$ cat src/eeprom_client_defines.svh
// Constants for the two-wire EEPROM client front end.
`ifndef EEPROM_CLIENT_DEFINES_SVH
`define EEPROM_CLIENT_DEFINES_SVH
`define CLK_MHZ 100
`define WRITE_TIME_MS 5
`define WRITE_CYCLES (`WRITE_TIME_MS * 1000 * `CLK_MHZ)
`define DEV_TYPE_DEFAULT 4'h5
`define BITS_PER_BYTE 4'h8
`define IDLE_BYTE 8'hff
`define FIFO_DEPTH 16
`define FIFO_WIDTH 9
`endif

$ cat src/eeprom_client_pkg.sv
// Types shared by the two-wire EEPROM client front end.
package eeprom_client_pkg;
   typedef enum logic [1:0] {
      ST_STANDBY = 2'b00,
      ST_ADDR = 2'b01,
      ST_WRITE = 2'b10,
      ST_READ = 2'b11
   } bus_state_t;
   typedef struct packed {
      logic first;
      logic [7:0] data;
   } rx_word_t;
endpackage

$ cat src/eeprom_client.sv
// Two-wire EEPROM client: bus front end with receive FIFO.
`timescale 1ns/100ps
`default_nettype none
`include "eeprom_client_defines.svh"

// ----------------------------------------------------------------------
// Receive FIFO
// ----------------------------------------------------------------------
module rx_fifo #(
   parameter int WIDTH = `FIFO_WIDTH,
   parameter int DEPTH = `FIFO_DEPTH
) (
   input wire logic clk, // System clock.
   input wire logic sys_rst, // Asynchronous reset, active high.
   input wire logic in_valid, // Write strobe.
   output logic in_ready, // Space available.
   input wire logic [WIDTH-1:0] in_data, // Write word.
   output logic out_valid, // Word available.
   input wire logic out_ready, // Read strobe.
   output logic [WIDTH-1:0] out_data // Head word.
);
   localparam int AW = $clog2(DEPTH);
   logic [WIDTH-1:0] mem [DEPTH];
   logic [AW:0] wr_r, wr_nxt, rd_r, rd_nxt;
   logic push, pop;

   always_comb begin
      in_ready = (wr_r - rd_r) != (AW+1)'(DEPTH);
      out_valid = wr_r != rd_r;
      out_data = mem[rd_r[AW-1:0]];
      push = in_valid && in_ready;
      pop = out_valid && out_ready;
      wr_nxt = push ? wr_r + 1'b1 : wr_r;
      rd_nxt = pop ? rd_r + 1'b1 : rd_r;
   end

   always_ff @(posedge clk or posedge sys_rst) begin
      if (sys_rst) begin
         wr_r <= '0;
         rd_r <= '0;
      end else begin
         wr_r <= wr_nxt;
         rd_r <= rd_nxt;
      end
   end

   always_ff @(posedge clk) begin
      if (push) begin
         mem[wr_r[AW-1:0]] <= in_data;
      end
   end
endmodule

// ----------------------------------------------------------------------
// Bus client
// ----------------------------------------------------------------------
module eeprom_client #(
   parameter int WRITE_CYCLES = `WRITE_CYCLES,
   parameter logic [3:0] DEV_TYPE = `DEV_TYPE_DEFAULT // Arbitrary value.
) (
   input wire logic clk, // System clock, 100 MHz.
   input wire logic sys_rst, // Power-on reset, active high.
   input wire logic scl_in, // Bus clock pin level.
   input wire logic sda_in, // Bus data pin level.
   output logic sda_out, // Data pin drive value, always low.
   output logic sda_oe, // High while pulling data low.
   output logic rx_valid, // Received byte available.
   input wire logic rx_ready, // Consumer takes the byte.
   output eeprom_client_pkg::rx_word_t rx_word, // Received byte and first flag.
   input wire logic tx_valid, // Read data offered.
   input wire logic [7:0] tx_data, // Read data byte.
   output logic tx_take, // Pulse: tx_data was consumed.
   output logic write_busy, // Internal write cycle running.
   output logic write_start, // Pulse: write cycle launched.
   output logic standby, // Device in standby.
   output logic read_mode, // Current command is a read.
   output logic [2:0] addr_hi // memory_address_bit_ten..eight.
);
   import eeprom_client_pkg::*;
   localparam int TW = $clog2(WRITE_CYCLES + 1);

   // ----------------------------------------------------------------
   // Pin sampling
   // ----------------------------------------------------------------
   logic [2:0] scl_s_r, sda_s_r;
   logic scl_f_r, scl_f_nxt, sda_f_r, sda_f_nxt, scl_p_r, sda_p_r;
   logic rise_c, fall_c, start_c, stop_c;

   always_comb begin
      scl_f_nxt = (scl_s_r[1] == scl_s_r[2]) ? scl_s_r[2] : scl_f_r;
      sda_f_nxt = (sda_s_r[1] == sda_s_r[2]) ? sda_s_r[2] : sda_f_r;
      rise_c = scl_f_r && !scl_p_r;
      fall_c = !scl_f_r && scl_p_r;
      start_c = scl_f_r && scl_p_r && sda_p_r && !sda_f_r;
      stop_c = scl_f_r && scl_p_r && !sda_p_r && sda_f_r;
   end

   always_ff @(posedge clk or posedge sys_rst) begin
      if (sys_rst) begin
         scl_s_r <= 3'h7;
         sda_s_r <= 3'h7;
         scl_f_r <= 1'b1;
         sda_f_r <= 1'b1;
         scl_p_r <= 1'b1;
         sda_p_r <= 1'b1;
      end else begin
         scl_s_r <= {scl_s_r[1:0], scl_in};
         sda_s_r <= {sda_s_r[1:0], sda_in};
         scl_f_r <= scl_f_nxt;
         sda_f_r <= sda_f_nxt;
         scl_p_r <= scl_f_r;
         sda_p_r <= sda_f_r;
      end
   end

   // ----------------------------------------------------------------
   // Receive path
   // ----------------------------------------------------------------
   logic push_r, push_nxt, fifo_ready, fifo_valid, fifo_pop;
   rx_word_t push_word_r, push_word_nxt, fifo_word;
   logic out_valid_r, out_valid_nxt;
   rx_word_t out_word_r, out_word_nxt;

   rx_fifo #(.WIDTH(`FIFO_WIDTH), .DEPTH(`FIFO_DEPTH)) u_fifo (
      .clk(clk),
      .sys_rst(sys_rst),
      .in_valid(push_r),
      .in_ready(fifo_ready),
      .in_data(push_word_r),
      .out_valid(fifo_valid),
      .out_ready(fifo_pop),
      .out_data(fifo_word)
   );

   // Output stage keeps the top outputs registered.
   always_comb begin
      fifo_pop = fifo_valid && (!out_valid_r || rx_ready);
      out_valid_nxt = out_valid_r && !rx_ready;
      out_word_nxt = out_word_r;
      if (fifo_pop) begin
         out_valid_nxt = 1'b1;
         out_word_nxt = fifo_word;
      end
   end

   // ----------------------------------------------------------------
   // Protocol engine
   // ----------------------------------------------------------------
   bus_state_t state_r, state_nxt;
   logic [3:0] bitcnt_r, bitcnt_nxt;
   logic [7:0] shreg_r, shreg_nxt;
   logic ack_ph_r, ack_ph_nxt, oe_r, oe_nxt, ack_ok_r, ack_ok_nxt;
   logic host_nack_r, host_nack_nxt, rw_r, rw_nxt;
   logic [1:0] nbytes_r, nbytes_nxt;
   logic [2:0] addr_hi_r, addr_hi_nxt;
   logic busy_r, busy_nxt, wstart_r, wstart_nxt, take_r, take_nxt;
   logic [TW-1:0] wcnt_r, wcnt_nxt;
   logic [7:0] tx_byte;

   always_comb begin
      state_nxt = state_r;
      bitcnt_nxt = bitcnt_r;
      shreg_nxt = shreg_r;
      ack_ph_nxt = ack_ph_r;
      oe_nxt = oe_r;
      ack_ok_nxt = ack_ok_r;
      host_nack_nxt = host_nack_r;
      rw_nxt = rw_r;
      nbytes_nxt = nbytes_r;
      addr_hi_nxt = addr_hi_r;
      busy_nxt = busy_r;
      wcnt_nxt = wcnt_r;
      wstart_nxt = 1'b0;
      take_nxt = 1'b0;
      push_nxt = 1'b0;
      push_word_nxt = push_word_r;
      tx_byte = tx_valid ? tx_data : `IDLE_BYTE;
      if (busy_r) begin
         if (wcnt_r == TW'(WRITE_CYCLES - 1)) begin
            busy_nxt = 1'b0;
         end else begin
            wcnt_nxt = wcnt_r + 1'b1;
         end
      end
      if (start_c) begin
         state_nxt = ST_ADDR;
         bitcnt_nxt = '0;
         ack_ph_nxt = 1'b0;
         oe_nxt = 1'b0;
      end else if (stop_c) begin
         if (state_r == ST_WRITE && nbytes_r == 2'h2) begin
            busy_nxt = 1'b1;
            wcnt_nxt = '0;
            wstart_nxt = 1'b1;
         end
         state_nxt = ST_STANDBY;
         ack_ph_nxt = 1'b0;
         oe_nxt = 1'b0;
      end else if (state_r != ST_STANDBY) begin
         if (rise_c) begin
            if (ack_ph_r) begin
               host_nack_nxt = sda_f_r;
            end else begin
               bitcnt_nxt = bitcnt_r + 1'b1;
               if (state_r != ST_READ) begin
                  shreg_nxt = {shreg_r[6:0], sda_f_r};
               end
            end
         end else if (fall_c) begin
            if (!ack_ph_r && bitcnt_r == `BITS_PER_BYTE) begin
               ack_ph_nxt = 1'b1;
               bitcnt_nxt = '0;
               oe_nxt = 1'b0;
               case (state_r)
                  ST_ADDR: begin
                     ack_ok_nxt = shreg_r[7:4] == DEV_TYPE && !busy_r;
                     oe_nxt = shreg_r[7:4] == DEV_TYPE && !busy_r;
                     addr_hi_nxt = shreg_r[3:1];
                     rw_nxt = shreg_r[0];
                  end
                  ST_WRITE: begin
                     // A full FIFO refuses the byte with a no-acknowledge.
                     oe_nxt = fifo_ready;
                     push_nxt = fifo_ready;
                     push_word_nxt = '{first: nbytes_r == 2'h0, data: shreg_r};
                     if (nbytes_r != 2'h2) begin
                        nbytes_nxt = nbytes_r + 1'b1;
                     end
                  end
                  default: begin
                  end
               endcase
            end else if (ack_ph_r) begin
               ack_ph_nxt = 1'b0;
               oe_nxt = 1'b0;
               case (state_r)
                  ST_ADDR: begin
                     if (!ack_ok_r) begin
                        state_nxt = ST_STANDBY;
                     end else if (rw_r) begin
                        state_nxt = ST_READ;
                        shreg_nxt = tx_byte;
                        take_nxt = tx_valid;
                        oe_nxt = !tx_byte[7];
                     end else begin
                        state_nxt = ST_WRITE;
                        nbytes_nxt = '0;
                     end
                  end
                  ST_READ: begin
                     if (host_nack_r) begin
                        state_nxt = ST_STANDBY;
                     end else begin
                        shreg_nxt = tx_byte;
                        take_nxt = tx_valid;
                        oe_nxt = !tx_byte[7];
                     end
                  end
                  default: begin
                  end
               endcase
            end else if (state_r == ST_READ) begin
               shreg_nxt = {shreg_r[6:0], 1'b1};
               oe_nxt = !shreg_r[6];
            end
         end
      end
   end

   always_ff @(posedge clk or posedge sys_rst) begin
      if (sys_rst) begin
         state_r <= ST_STANDBY;
         bitcnt_r <= '0;
         shreg_r <= '0;
         ack_ph_r <= 1'b0;
         oe_r <= 1'b0;
         ack_ok_r <= 1'b0;
         host_nack_r <= 1'b0;
         rw_r <= 1'b0;
         nbytes_r <= '0;
         addr_hi_r <= '0;
         busy_r <= 1'b0;
         wcnt_r <= '0;
         wstart_r <= 1'b0;
         take_r <= 1'b0;
         push_r <= 1'b0;
         push_word_r <= '0;
         out_valid_r <= 1'b0;
         out_word_r <= '0;
      end else begin
         state_r <= state_nxt;
         bitcnt_r <= bitcnt_nxt;
         shreg_r <= shreg_nxt;
         ack_ph_r <= ack_ph_nxt;
         oe_r <= oe_nxt;
         ack_ok_r <= ack_ok_nxt;
         host_nack_r <= host_nack_nxt;
         rw_r <= rw_nxt;
         nbytes_r <= nbytes_nxt;
         addr_hi_r <= addr_hi_nxt;
         busy_r <= busy_nxt;
         wcnt_r <= wcnt_nxt;
         wstart_r <= wstart_nxt;
         take_r <= take_nxt;
         push_r <= push_nxt;
         push_word_r <= push_word_nxt;
         out_valid_r <= out_valid_nxt;
         out_word_r <= out_word_nxt;
      end
   end

   // ----------------------------------------------------------------
   // Outputs
   // ----------------------------------------------------------------
   // The data pin only ever pulls low; the pull-up supplies the high level.
   logic low_r, low_nxt, standby_r, standby_nxt;
   always_comb begin
      low_nxt = 1'b0;
      standby_nxt = state_nxt == ST_STANDBY;
   end
   always_ff @(posedge clk or posedge sys_rst) begin
      if (sys_rst) begin
         low_r <= 1'b0;
         standby_r <= 1'b1;
      end else begin
         low_r <= low_nxt;
         standby_r <= standby_nxt;
      end
   end

   assign sda_out = low_r;
   assign sda_oe = oe_r;
   assign rx_valid = out_valid_r;
   assign rx_word = out_word_r;
   assign tx_take = take_r;
   assign write_busy = busy_r;
   assign write_start = wstart_r;
   assign standby = standby_r;
   assign read_mode = rw_r;
   assign addr_hi = addr_hi_r;
endmodule

`default_nettype wire

$ cat config.mk
export PLATFORM = sky130hd
export DESIGN_NAME = eeprom_client
export DESIGN_NICKNAME = d
export VERILOG_FILES = /design/src/eeprom_client_pkg.sv /design/src/eeprom_client.sv
export VERILOG_INCLUDE_DIRS = /design/src /design/src/src
export SDC_FILE = /design/constraint.sdc
export NUM_CORES = 1
export LEC_CHECK = 0
export ABC_AREA = 0
export BUFFER_PORTS_ARGS = -buffer_cell sky130_fd_sc_hd__buf_2
export CAP_MARGIN = 15
export CELL_PAD_IN_SITES_DETAIL_PLACEMENT = 0
export CELL_PAD_IN_SITES_GLOBAL_PLACEMENT = 2
export CORE_UTILIZATION = 29
export DETAILED_ROUTE_END_ITERATION = 8
export MAX_ROUTING_LAYER = met4
export PLACE_DENSITY = 0.59
export SYNTH_ARGS = -nofsm -noshare
export SYNTH_HDL_FRONTEND = slang
export SYNTH_HIERARCHICAL = 1
export SYNTH_SLANG_ARGS = --single-unit
$ cat constraint.sdc
create_clock -name clk -period 4.3 [get_ports clk]
set_input_delay 0.86 -clock clk [delete_from_list [all_inputs] [get_ports clk]]
set_output_delay 0.86 -clock clk [all_outputs]
set_load 0.02 [all_outputs]
# After elaboration in Yosys (flattened, before gate mapping)
# Memory sizes are Yosys's and may differ from the RTL's. A register that Yosys moved wholly into a read port is not among the register bits.
# Cells that the tools add are included.
[word_totals]
in_bits = 14
word_cells = 200
n_memories = 1
ram_bits = 144
output_inout_bits = 20
regBits = 78
[classes]
mux = 90
n_eq_ne = 25
bitwise = 3
reduce_logical = 48
add_sub_neg = 6
[memory_table]
columns = ["memory", "words", "word_bits", "rd", "rd_clocked_by_memory_dff", "write_ports", "line", "source"]
rows = [
  ["u_fifo.mem", 16, 9, 1, 1, 1, "eeprom_client.sv:23", "logic [WIDTH-1:0] mem [DEPTH];"],
]
[ops]
columns = ["cell", "count"]
rows = [
  ["2-to-1 mux 19 bit", 5],
  ["2-to-1 mux 8 bit", 11],
  ["2-to-1 mux 1 bit", 46],
  ["2-to-1 mux 2 bit", 16],
  ["2-to-1 mux 4 bit", 7],
  ["adder 19 x 1 -> 19 bit, second input constant", 1],
  ["== test 19 bit, second input constant", 1],
  ["nonzero test 3 bit", 6],
  ["one-hot mux 8 bit (2 select lines)", 1],
  ["logical AND 1 bit", 14],
  ["AND reduction 7 bit", 2],
  ["!= test 2 bit, second input constant", 6],
  ["!= test 3 bit, second input constant", 4],
  ["AND reduction 12 bit", 1],
  ["nonzero test 2 bit", 6],
  ["AND reduction 11 bit", 1],
  ["adder 5 x 1 -> 5 bit, second input constant", 2],
  ["zero test 1 bit", 10],
  ["AND reduction 5 bit", 2],
  ["== test 2 bit, second input constant", 3],
  ["!= test 2 x 1 -> 1 bit, second input constant", 3],
  ["one-hot mux 1 bit (2 select lines)", 3],
  ["!= test 5 bit", 1],
  ["!= test 5 bit, second input constant", 1],
  ["15 further kinds", 19],
]

# Longest topological paths before layout
# Gate-level depths: netlist of the first run.
[depth]
depth_word = 12
ltp_mapped = 13
depth_no_buf = 10

# Hierarchy
# The synthesis of the first run kept the hierarchy.
[modules_own_cells]
columns = ["mod", "area_each_um2", "seq_area_each_um2", "cells_per_inst", "instances"]
rows = [
  ["rx_fifo", 6426.2, 4574.4, 354, 1],
  ["eeprom_client", 3711.1, 1940.6, 336, 1],
]

# Worst setup path before layout of the first run
# Ideal clock, no wire load.
[synth_timing]
path_kind = "flip-flop to flip-flop"
startpoint = "reg u_fifo.rd_r[2]"
endpoint = "mem u_fifo/mem[0][0] (netlist name) (enable)"
arrival_time_ns = 2.999
synth_period_minus_slack_ns = 3.398
path_stages_with_launch = 10
path_slack_ns = 0.902
path_buffers = 2
setup_time_ns = 0.399
required_time_ns = 3.901
path_cell_list = "dfrtp_1 > buf_1 > clkinv_1 > ha_1 > buf_6 > nand3b_1 > and3b_2 > nor2_4 > a21oi_4 > nor4_1"
[synth_between]
elab_chain_cells = 5
[synth_lines]
columns = ["element", "line", "source"]
rows = [
  ["from (decl)", "eeprom_client.sv:24", "logic [AW:0] wr_r, wr_nxt, rd_r, rd_nxt;"],
  ["from (signal assigned)", "eeprom_client.sv:43", "rd_r <= rd_nxt;"],
  ["subtractor 5 bit", "eeprom_client.sv:28", "in_ready = (wr_r - rd_r) != (AW+1)'(DEPTH);"],
  ["!= test 5 bit", "eeprom_client.sv:28", ""],
  ["logical AND 1 bit", "eeprom_client.sv:31", "push = in_valid && in_ready;"],
  ["2-to-1 mux 1 bit", "eeprom_client.sv:48", "if (push) begin"],
  ["2-to-1 mux 1 bit (not written as such)", "eeprom_client.sv:49", "mem[wr_r[AW-1:0]] <= in_data;"],
  ["to (decl)", "eeprom_client.sv:23", ""],
]
# No other way between the ends.

# Worst setup path after layout of the first run
[layout_timing]
startpoint = "reg u_fifo.rd_r[2]"
endpoint = "mem u_fifo/mem[2][2] (netlist name) (enable)"
# Same word-level chain as after synthesis.

==> flow_summary.ini, run 1 <==
[timing]
fmax_mhz = 298.0
hold_viol = 0
fin_crit_ns = 3.356
setup_viol = 0
finClkSkew_ns = 0.01515
rsz0062_at_grt = false
tightest_slew_ns = 1.133
final.period_utilization = 0.7804
tns_ns = 0
drv_slew = 0
slew_headroom = 0.2382

[finish]
fill_cells = 3333
drive_above_1_share = 0.2412
ff_latch_area_sq_um = 6516
nets = 780
stdcell_area_sq_um = 11760
multi_input_area_sq_um = 3418
area.growth.synth_to_final_pct = 16.00
diodes = 0

[cts]
cts_num_sinks = 231
clkTransAtPathRegs_ns = 0.06
clk_latency_ns = 0.52
cts-resized-gates = 0
cts_inserted_buffers = 27
post_cts_buffers = 0
clk_path_buf_depth = 3
cts_tree = yes
cts_hold_buf = 0
htree_levels = 1
cts_root_buf = clkbuf_16

[yosys]
synth_top_area_frac = 0.4266
syn-instance-count = 690
syn_area_per_cell_sq_um = 14.69
yosys.cell_types.count = 73
ys_top_cells_by_area = edfxtp_1, dfrtp_1, mux4_2, mux2_2, dfstp_2
synth_edf_count = 144
syn_nets = 727
synth_area_leader_cell = edfxtp_1
syn_area_sq_um = 10140
ys_async_sr_fraction = 0.3766
synth_seq_area_share = 0.6427
synth_seq_cells = 231
synthFlopType = edfxtp_1
yosysWarnings = 6

[floorplanning]
fp.coreArea_sq_um = 34460
row_count = 68
die_height_um = 189.0
die_area_sq_um = 35710
start_util = 0.2942
dieWidth_um = 189.0
io_pins = 34

[detailed_routing]
postRouteAntennaNets = 0
drt_pre_antenna_iters = 4
routedWlPerCell_um = 19.64
wirelength_um = 23920
drtIter0Drc = 350
viasPerCell = 4.815
vias = 5865
drcViolationCount = 0

[critical_path]
rrSetupSlack_ns = 0.94
cpPeakStageDelay_ns = 0.95
crit_path_top_delay_cell = nor4_2
startpoint_type = flip-flop
path_delay_family = simple AND/OR/NAND/NOR gates
cp_max_fo = 13
worstSetupPathType = flip-flop to flip-flop
crit_buf_inv = 1
cp_cell_sequence = clkinv_1 -> ha_1 -> nand2_1 -> o21bai_1 -> nand4_1 -> a21oi_4 -> nor4_2
crit_required_ns = 4.43
endpoint_kind = flip-flop
critPathArrivalTime_ns = 3.49

[global_route]
antenna_found_initial = 0
gr-total-overflow = 0
first_global_vias = 6242
grt_pass1_wl_um = 37560
grt_usage = 0.1421
grt_max_degree = 40

[min_path]
hold_path.class = flip-flop to flip-flop

[place]
placed_area_sq_um = 10810
place_congestion = 0.7856
dp_hpwl_um = 16460
io_buffers = 32

[run]
drv_cap = 0

[outcome]
status = finished clean

[power_and_ir_drop]
power_density_nw_per_um2 = 513.8
leakagePower_nw = 4.030
vdd_drop_max_v = 0.0002801
## cells in the final DEF (no fill, tap or decap), types with 18 or more instances in the layout
cell and count:
mux2_2 32, mux4_2 36, clkbuf_16 27, nand2_1 75
nand3_1 20, edfxtp_1 144, dfrtp_1 75, inv_1 18
o21ai_0 23, ha_1 23, buf_2 37, nor2_1 23
## Yosys cell counts, types with 2 or more instances
master	n
and3_1	13
mux4_2	36
dfrtp_1	76
a21oi_1	13
o41ai_4	2
nor4bb_1	2
o21ai_1	2
buf_4	5
nor2_1	23
dfstp_2	11
o21a_1	2
o31a_1	2
nand4_1	10
inv_1	19
xor2_1	8
nor3b_1	4
maj3_1	2
xnor2_1	9
ha_1	23
buf_6	2
nand3_1	20
clkbuf_1	14
a21oi_2	2
edfxtp_1	144
o21ai_0	23
mux2_1	4
nand2b_1	7
nand2_1	75
nor3_1	17
and2_1	3
o21bai_1	2
nor2b_1	13
a21o_1	4
buf_2	2
mux2_2	32
nor4b_1	3
nand3b_1	2
nor4_1	4
a31oi_1	10
or3_1	7
and4_1	6
## power by group
group	leakage [nW]	switching, mW	internal [mW]
Sequential	2.08	0.0736	2.45
Clock	0.437	0.873	1.45
Combinational	1.52	0.741	0.453
## final timing paths
kind,start,endpoint,depth (start not counted)
worst max-delay path,u_fifo/rd_r[2]$_DFFE_PP0P_,u_fifo/mem[2][2]$_DFFE_PP_,7
worst min-delay path,scl_s_r[0]$_DFF_PP1_,scl_s_r[1]$_DFF_PP1_,0
worst max register to register,u_fifo/rd_r[2]$_DFFE_PP0P_,u_fifo/mem[2][2]$_DFFE_PP_,7
worst min register to register,scl_s_r[0]$_DFF_PP1_,scl_s_r[1]$_DFF_PP1_,0
max in group asynchronous,sys_rst,shreg_r[5]$_DFFE_PP0P_,3
min in group asynchronous,sys_rst,u_fifo/wr_r[4]$_DFFE_PP0P_,2
## per-stage QoR
step           total power, mW  hold slack [ns]  std cells  setup WS, ns    util
2_1_floorplan            3.479           0.3452        690        0.9022       -
3_3_place_gp             3.761           0.3464       1160        0.9612  0.3135
3_5_place_dp             3.781           0.3492       1161        0.7925  0.3138
4_1_cts                  6.132           0.3568       1210        0.8101  0.3399
5_1_grt                  6.340           0.3620       1218        0.7036  0.3412
6_report                 6.041           0.3552       1218        0.9444  0.3412
## sequential cells by signal, indices dropped and copies added (netlist names), 2 cells and up
signal,count
nbytes_r,2
u_fifo/mem,144
rx_word,9
u_fifo/wr_r,5
state_r,2
bitcnt_r,4
push_word_r,9
shreg_r,8
addr_hi,3
wcnt_r,19
scl_s_r,3
u_fifo/rd_r,5
sda_s_r,3
## routing by layer
metal	track usage	up-vias	share of wire
met2	0.2376	111	0.50
met4	0.02885	0	0.018
met3	0.02169	36	0.042
met1	0.1831	3007	0.44
met5	-	-	0
li1	-	2711	-
## cell type report
cell class / instances / share of cell area
clock inverters: 14 / 0.01671
repair buffers: 49 / 0.02320
well taps: 455 / 0.04841
multi-input cells: 413 / 0.2907
clock buffers: 35 / 0.06001
flip-flops and latches: 231 / 0.5542
inverters: 21 / 0.006810
## cells by family after synthesis
group / share of synthesized area
flip-flops: 0.6427
AND/OR/NAND/NOR: 0.1150
AO/OA/AOI/OAI: 0.05196
multiplexers: 0.1210
buffers and inverters: 0.02073
adder cells (fa/ha/maj): 0.03036
XOR/XNOR: 0.01790
other: 0.0003699
Power figures use the tool's default switching activity.
==> inputs of run 2 (changes only) <==
--- a/config.mk
+++ b/config.mk
@@ -14,7 +14,7 @@
 export CORE_UTILIZATION = 29
 export DETAILED_ROUTE_END_ITERATION = 8
 export MAX_ROUTING_LAYER = met4
-export PLACE_DENSITY = 0.59
+export PLACE_DENSITY = 0.61
 export SYNTH_ARGS = -nofsm -noshare
 export SYNTH_HDL_FRONTEND = slang
 export SYNTH_HIERARCHICAL = 1
==> constraint.sdc (replaced) <==
create_clock -name clk -period 3.02 [get_ports clk]
set_input_delay 0.604 -clock clk [delete_from_list [all_inputs] [get_ports clk]]
set_output_delay 0.604 -clock clk [all_outputs]
set_load 0.02 [all_outputs]
==> flow_summary.ini, run 2 (synthesized netlist as in run 1, its figures left out) <==
[outcome]
status = finished clean

[critical_path]
worstSetupPathType = flip-flop to flip-flop
cp_max_fo = 9
crit_required_ns = 3.16
path_delay_family = simple AND/OR/NAND/NOR gates
rrSetupSlack_ns = 0.12
regToRegEndpoint = u_fifo/mem[11][2]$_DFFE_PP_
endpoint_kind = flip-flop
cp_cell_sequence = ha_1 -> nor2b_1 -> o21bai_1 -> and3_1 -> o41ai_4 -> buf_4 -> nor2_1
critPathArrivalTime_ns = 3.04
worst-r2r-cell-count = 7
cp_num_cells = 7
startpoint_type = flip-flop
r2r-start = u_fifo/wr_r[1]$_DFFE_PP0P_
cpPeakStageDelay_ns = 0.62
crit_path_top_delay_cell = nor2_1
crit_buf_inv = 1

[place]
io_buffers = 32
place_congestion = 0.7723
dp_hpwl_um = 15320

[cts]
clk_latency_ns = 0.53
cts-resized-gates = 0
clkTransAtPathRegs_ns = 0.06
cts_tree = yes
cts_hold_buf = 0
cts_num_sinks = 231
htree_levels = 1
cts_inserted_buffers = 26
clk_path_buf_depth = 3
cts_root_buf = clkbuf_16
post_cts_buffers = 0

[finish]
largest_reg_flops = 144
layout_commonest_cell = edfxtp_1
mostFrequentLayoutCells = edfxtp_1, nand2_1, dfrtp_1
nets = 788
diodes = 0
area.growth.synth_to_final_pct = 17.54
fill_cells = 3309
drive_above_1_share = 0.2607

[global_route]
first_global_vias = 6258
grt_max_degree = 78
antenna_found_initial = 0
grt_usage = 0.1363
gr-total-overflow = 0
grt_pass1_wl_um = 36700

[detailed_routing]
routedWlPerCell_um = 18.77
drt_pre_antenna_iters = 5
vias = 5881
postRouteAntennaNets = 0
drtIter0Drc = 283
drcViolationCount = 0
wirelength_um = 23010
viasPerCell = 4.797

[power_and_ir_drop]
power_mw = 8.790
power_density_nw_per_um2 = 737.7
switching_share = 0.2787
clock_power_share = 0.390
vdd_drop_max_v = 0.0004540
leakagePower_nw = 4.103
seq_power_share = 0.408
net-switching-power_mw = 2.450
combPwrFrac = 0.202
internal-power_mw = 6.340

[floorplanning]
fp.coreArea_sq_um = 34460
dieWidth_um = 189.0
die_area_sq_um = 35710
die_height_um = 189.0
io_pins = 34
start_util = 0.2942
row_count = 68

[timing]
slew_headroom = 0.4731
fin_crit_ns = 2.902
drv_slew = 0
final.period_utilization = 0.9609
rsz0062_at_grt = false
setup_viol = 0
finClkSkew_ns = 0.02289
fmax_mhz = 344.6
hold_viol = 0
tightest_slew_ns = 0.7832
hold_slack_ns = 0.09660

[run]
drv_cap = 0

[min_path]
hold_path.class = input pin to asynchronous set/reset pin
-- run 2: cell types whose count changed in the layout (fill, tap and decap cells not counted), sizes merged --
cell and delta:
clkinvlp +3, clkbuf -6, buf +12, bufinv +1
clkinv -2
-- run 2: worst max path at each step --
| stage | from | end |
|---|---|---|
| after global routing | u_fifo/wr_r[1]$_DFFE_PP0P_ | u_fifo/mem[15][2]$_DFFE_PP_ |
| final | u_fifo/wr_r[1]$_DFFE_PP0P_ | u_fifo/mem[11][2]$_DFFE_PP_ |
| after detailed placement | u_fifo/wr_r[1]$_DFFE_PP0P_ | u_fifo/mem[15][0]$_DFFE_PP_ |
| after global placement | u_fifo/rd_r[2]$_DFFE_PP0P_ | u_fifo/mem[15][1]$_DFFE_PP_ |
| after floorplan | u_fifo/rd_r[2]$_DFFE_PP0P_ | u_fifo/mem[13][0]$_DFFE_PP_ |
| after CTS | u_fifo/wr_r[1]$_DFFE_PP0P_ | u_fifo/mem[15][2]$_DFFE_PP_ |
-- run 2: cell type report --
class | instances | area [sq um] | share of cell area
Sequential cell | 231 | 6516 | 0.5469
Multi-Input combinational cell | 413 | 3436 | 0.2884
Clock buffer | 32 | 704.4 | 0.05912
Tap cell | 455 | 569.3 | 0.04778
Timing Repair Buffer | 58 | 367.9 | 0.03087
Clock inverter | 16 | 241.5 | 0.02027
Inverter | 21 | 80.08 | 0.006721
-- run 2: metrics by stage --
stage	utilization	std cells	setup slack [ns]	TNS, ns	instance area, sq um
floorplan	-	690	-0.2518	-20.98	10160
global placement	0.3183	1178	0.3197	0	10970
detailed placement	0.3183	1178	0.1771	0	10970
CTS	0.3458	1226	0.1349	0	11920
global route	0.3458	1226	0.02236	0	11920
finish	0.3458	1226	0.1182	0	11920
-- run 2: metal layers --
| metal | routed length, um | global-route usage | vias to the layer above |
|---|---|---|---|
| li1 | - | - | 2731 |
| met1 | 10670 | 0.1823 | 3024 |
| met2 | 11130 | 0.2216 | 97 |
| met3 | 801 | 0.01928 | 29 |
| met4 | 412 | 0.02636 | 0 |
| met5 | 0 | - | - |
-- run 2: power groups by stage --
stage	sequential, mW	combinational (mW)	clock [mW]
global route	3.61	1.95	3.64
detailed placement	3.65	1.82	0
global placement	3.65	1.79	0
floorplan	3.70	1.26	0
finish	3.59	1.78	3.43
CTS	3.59	1.83	3.52
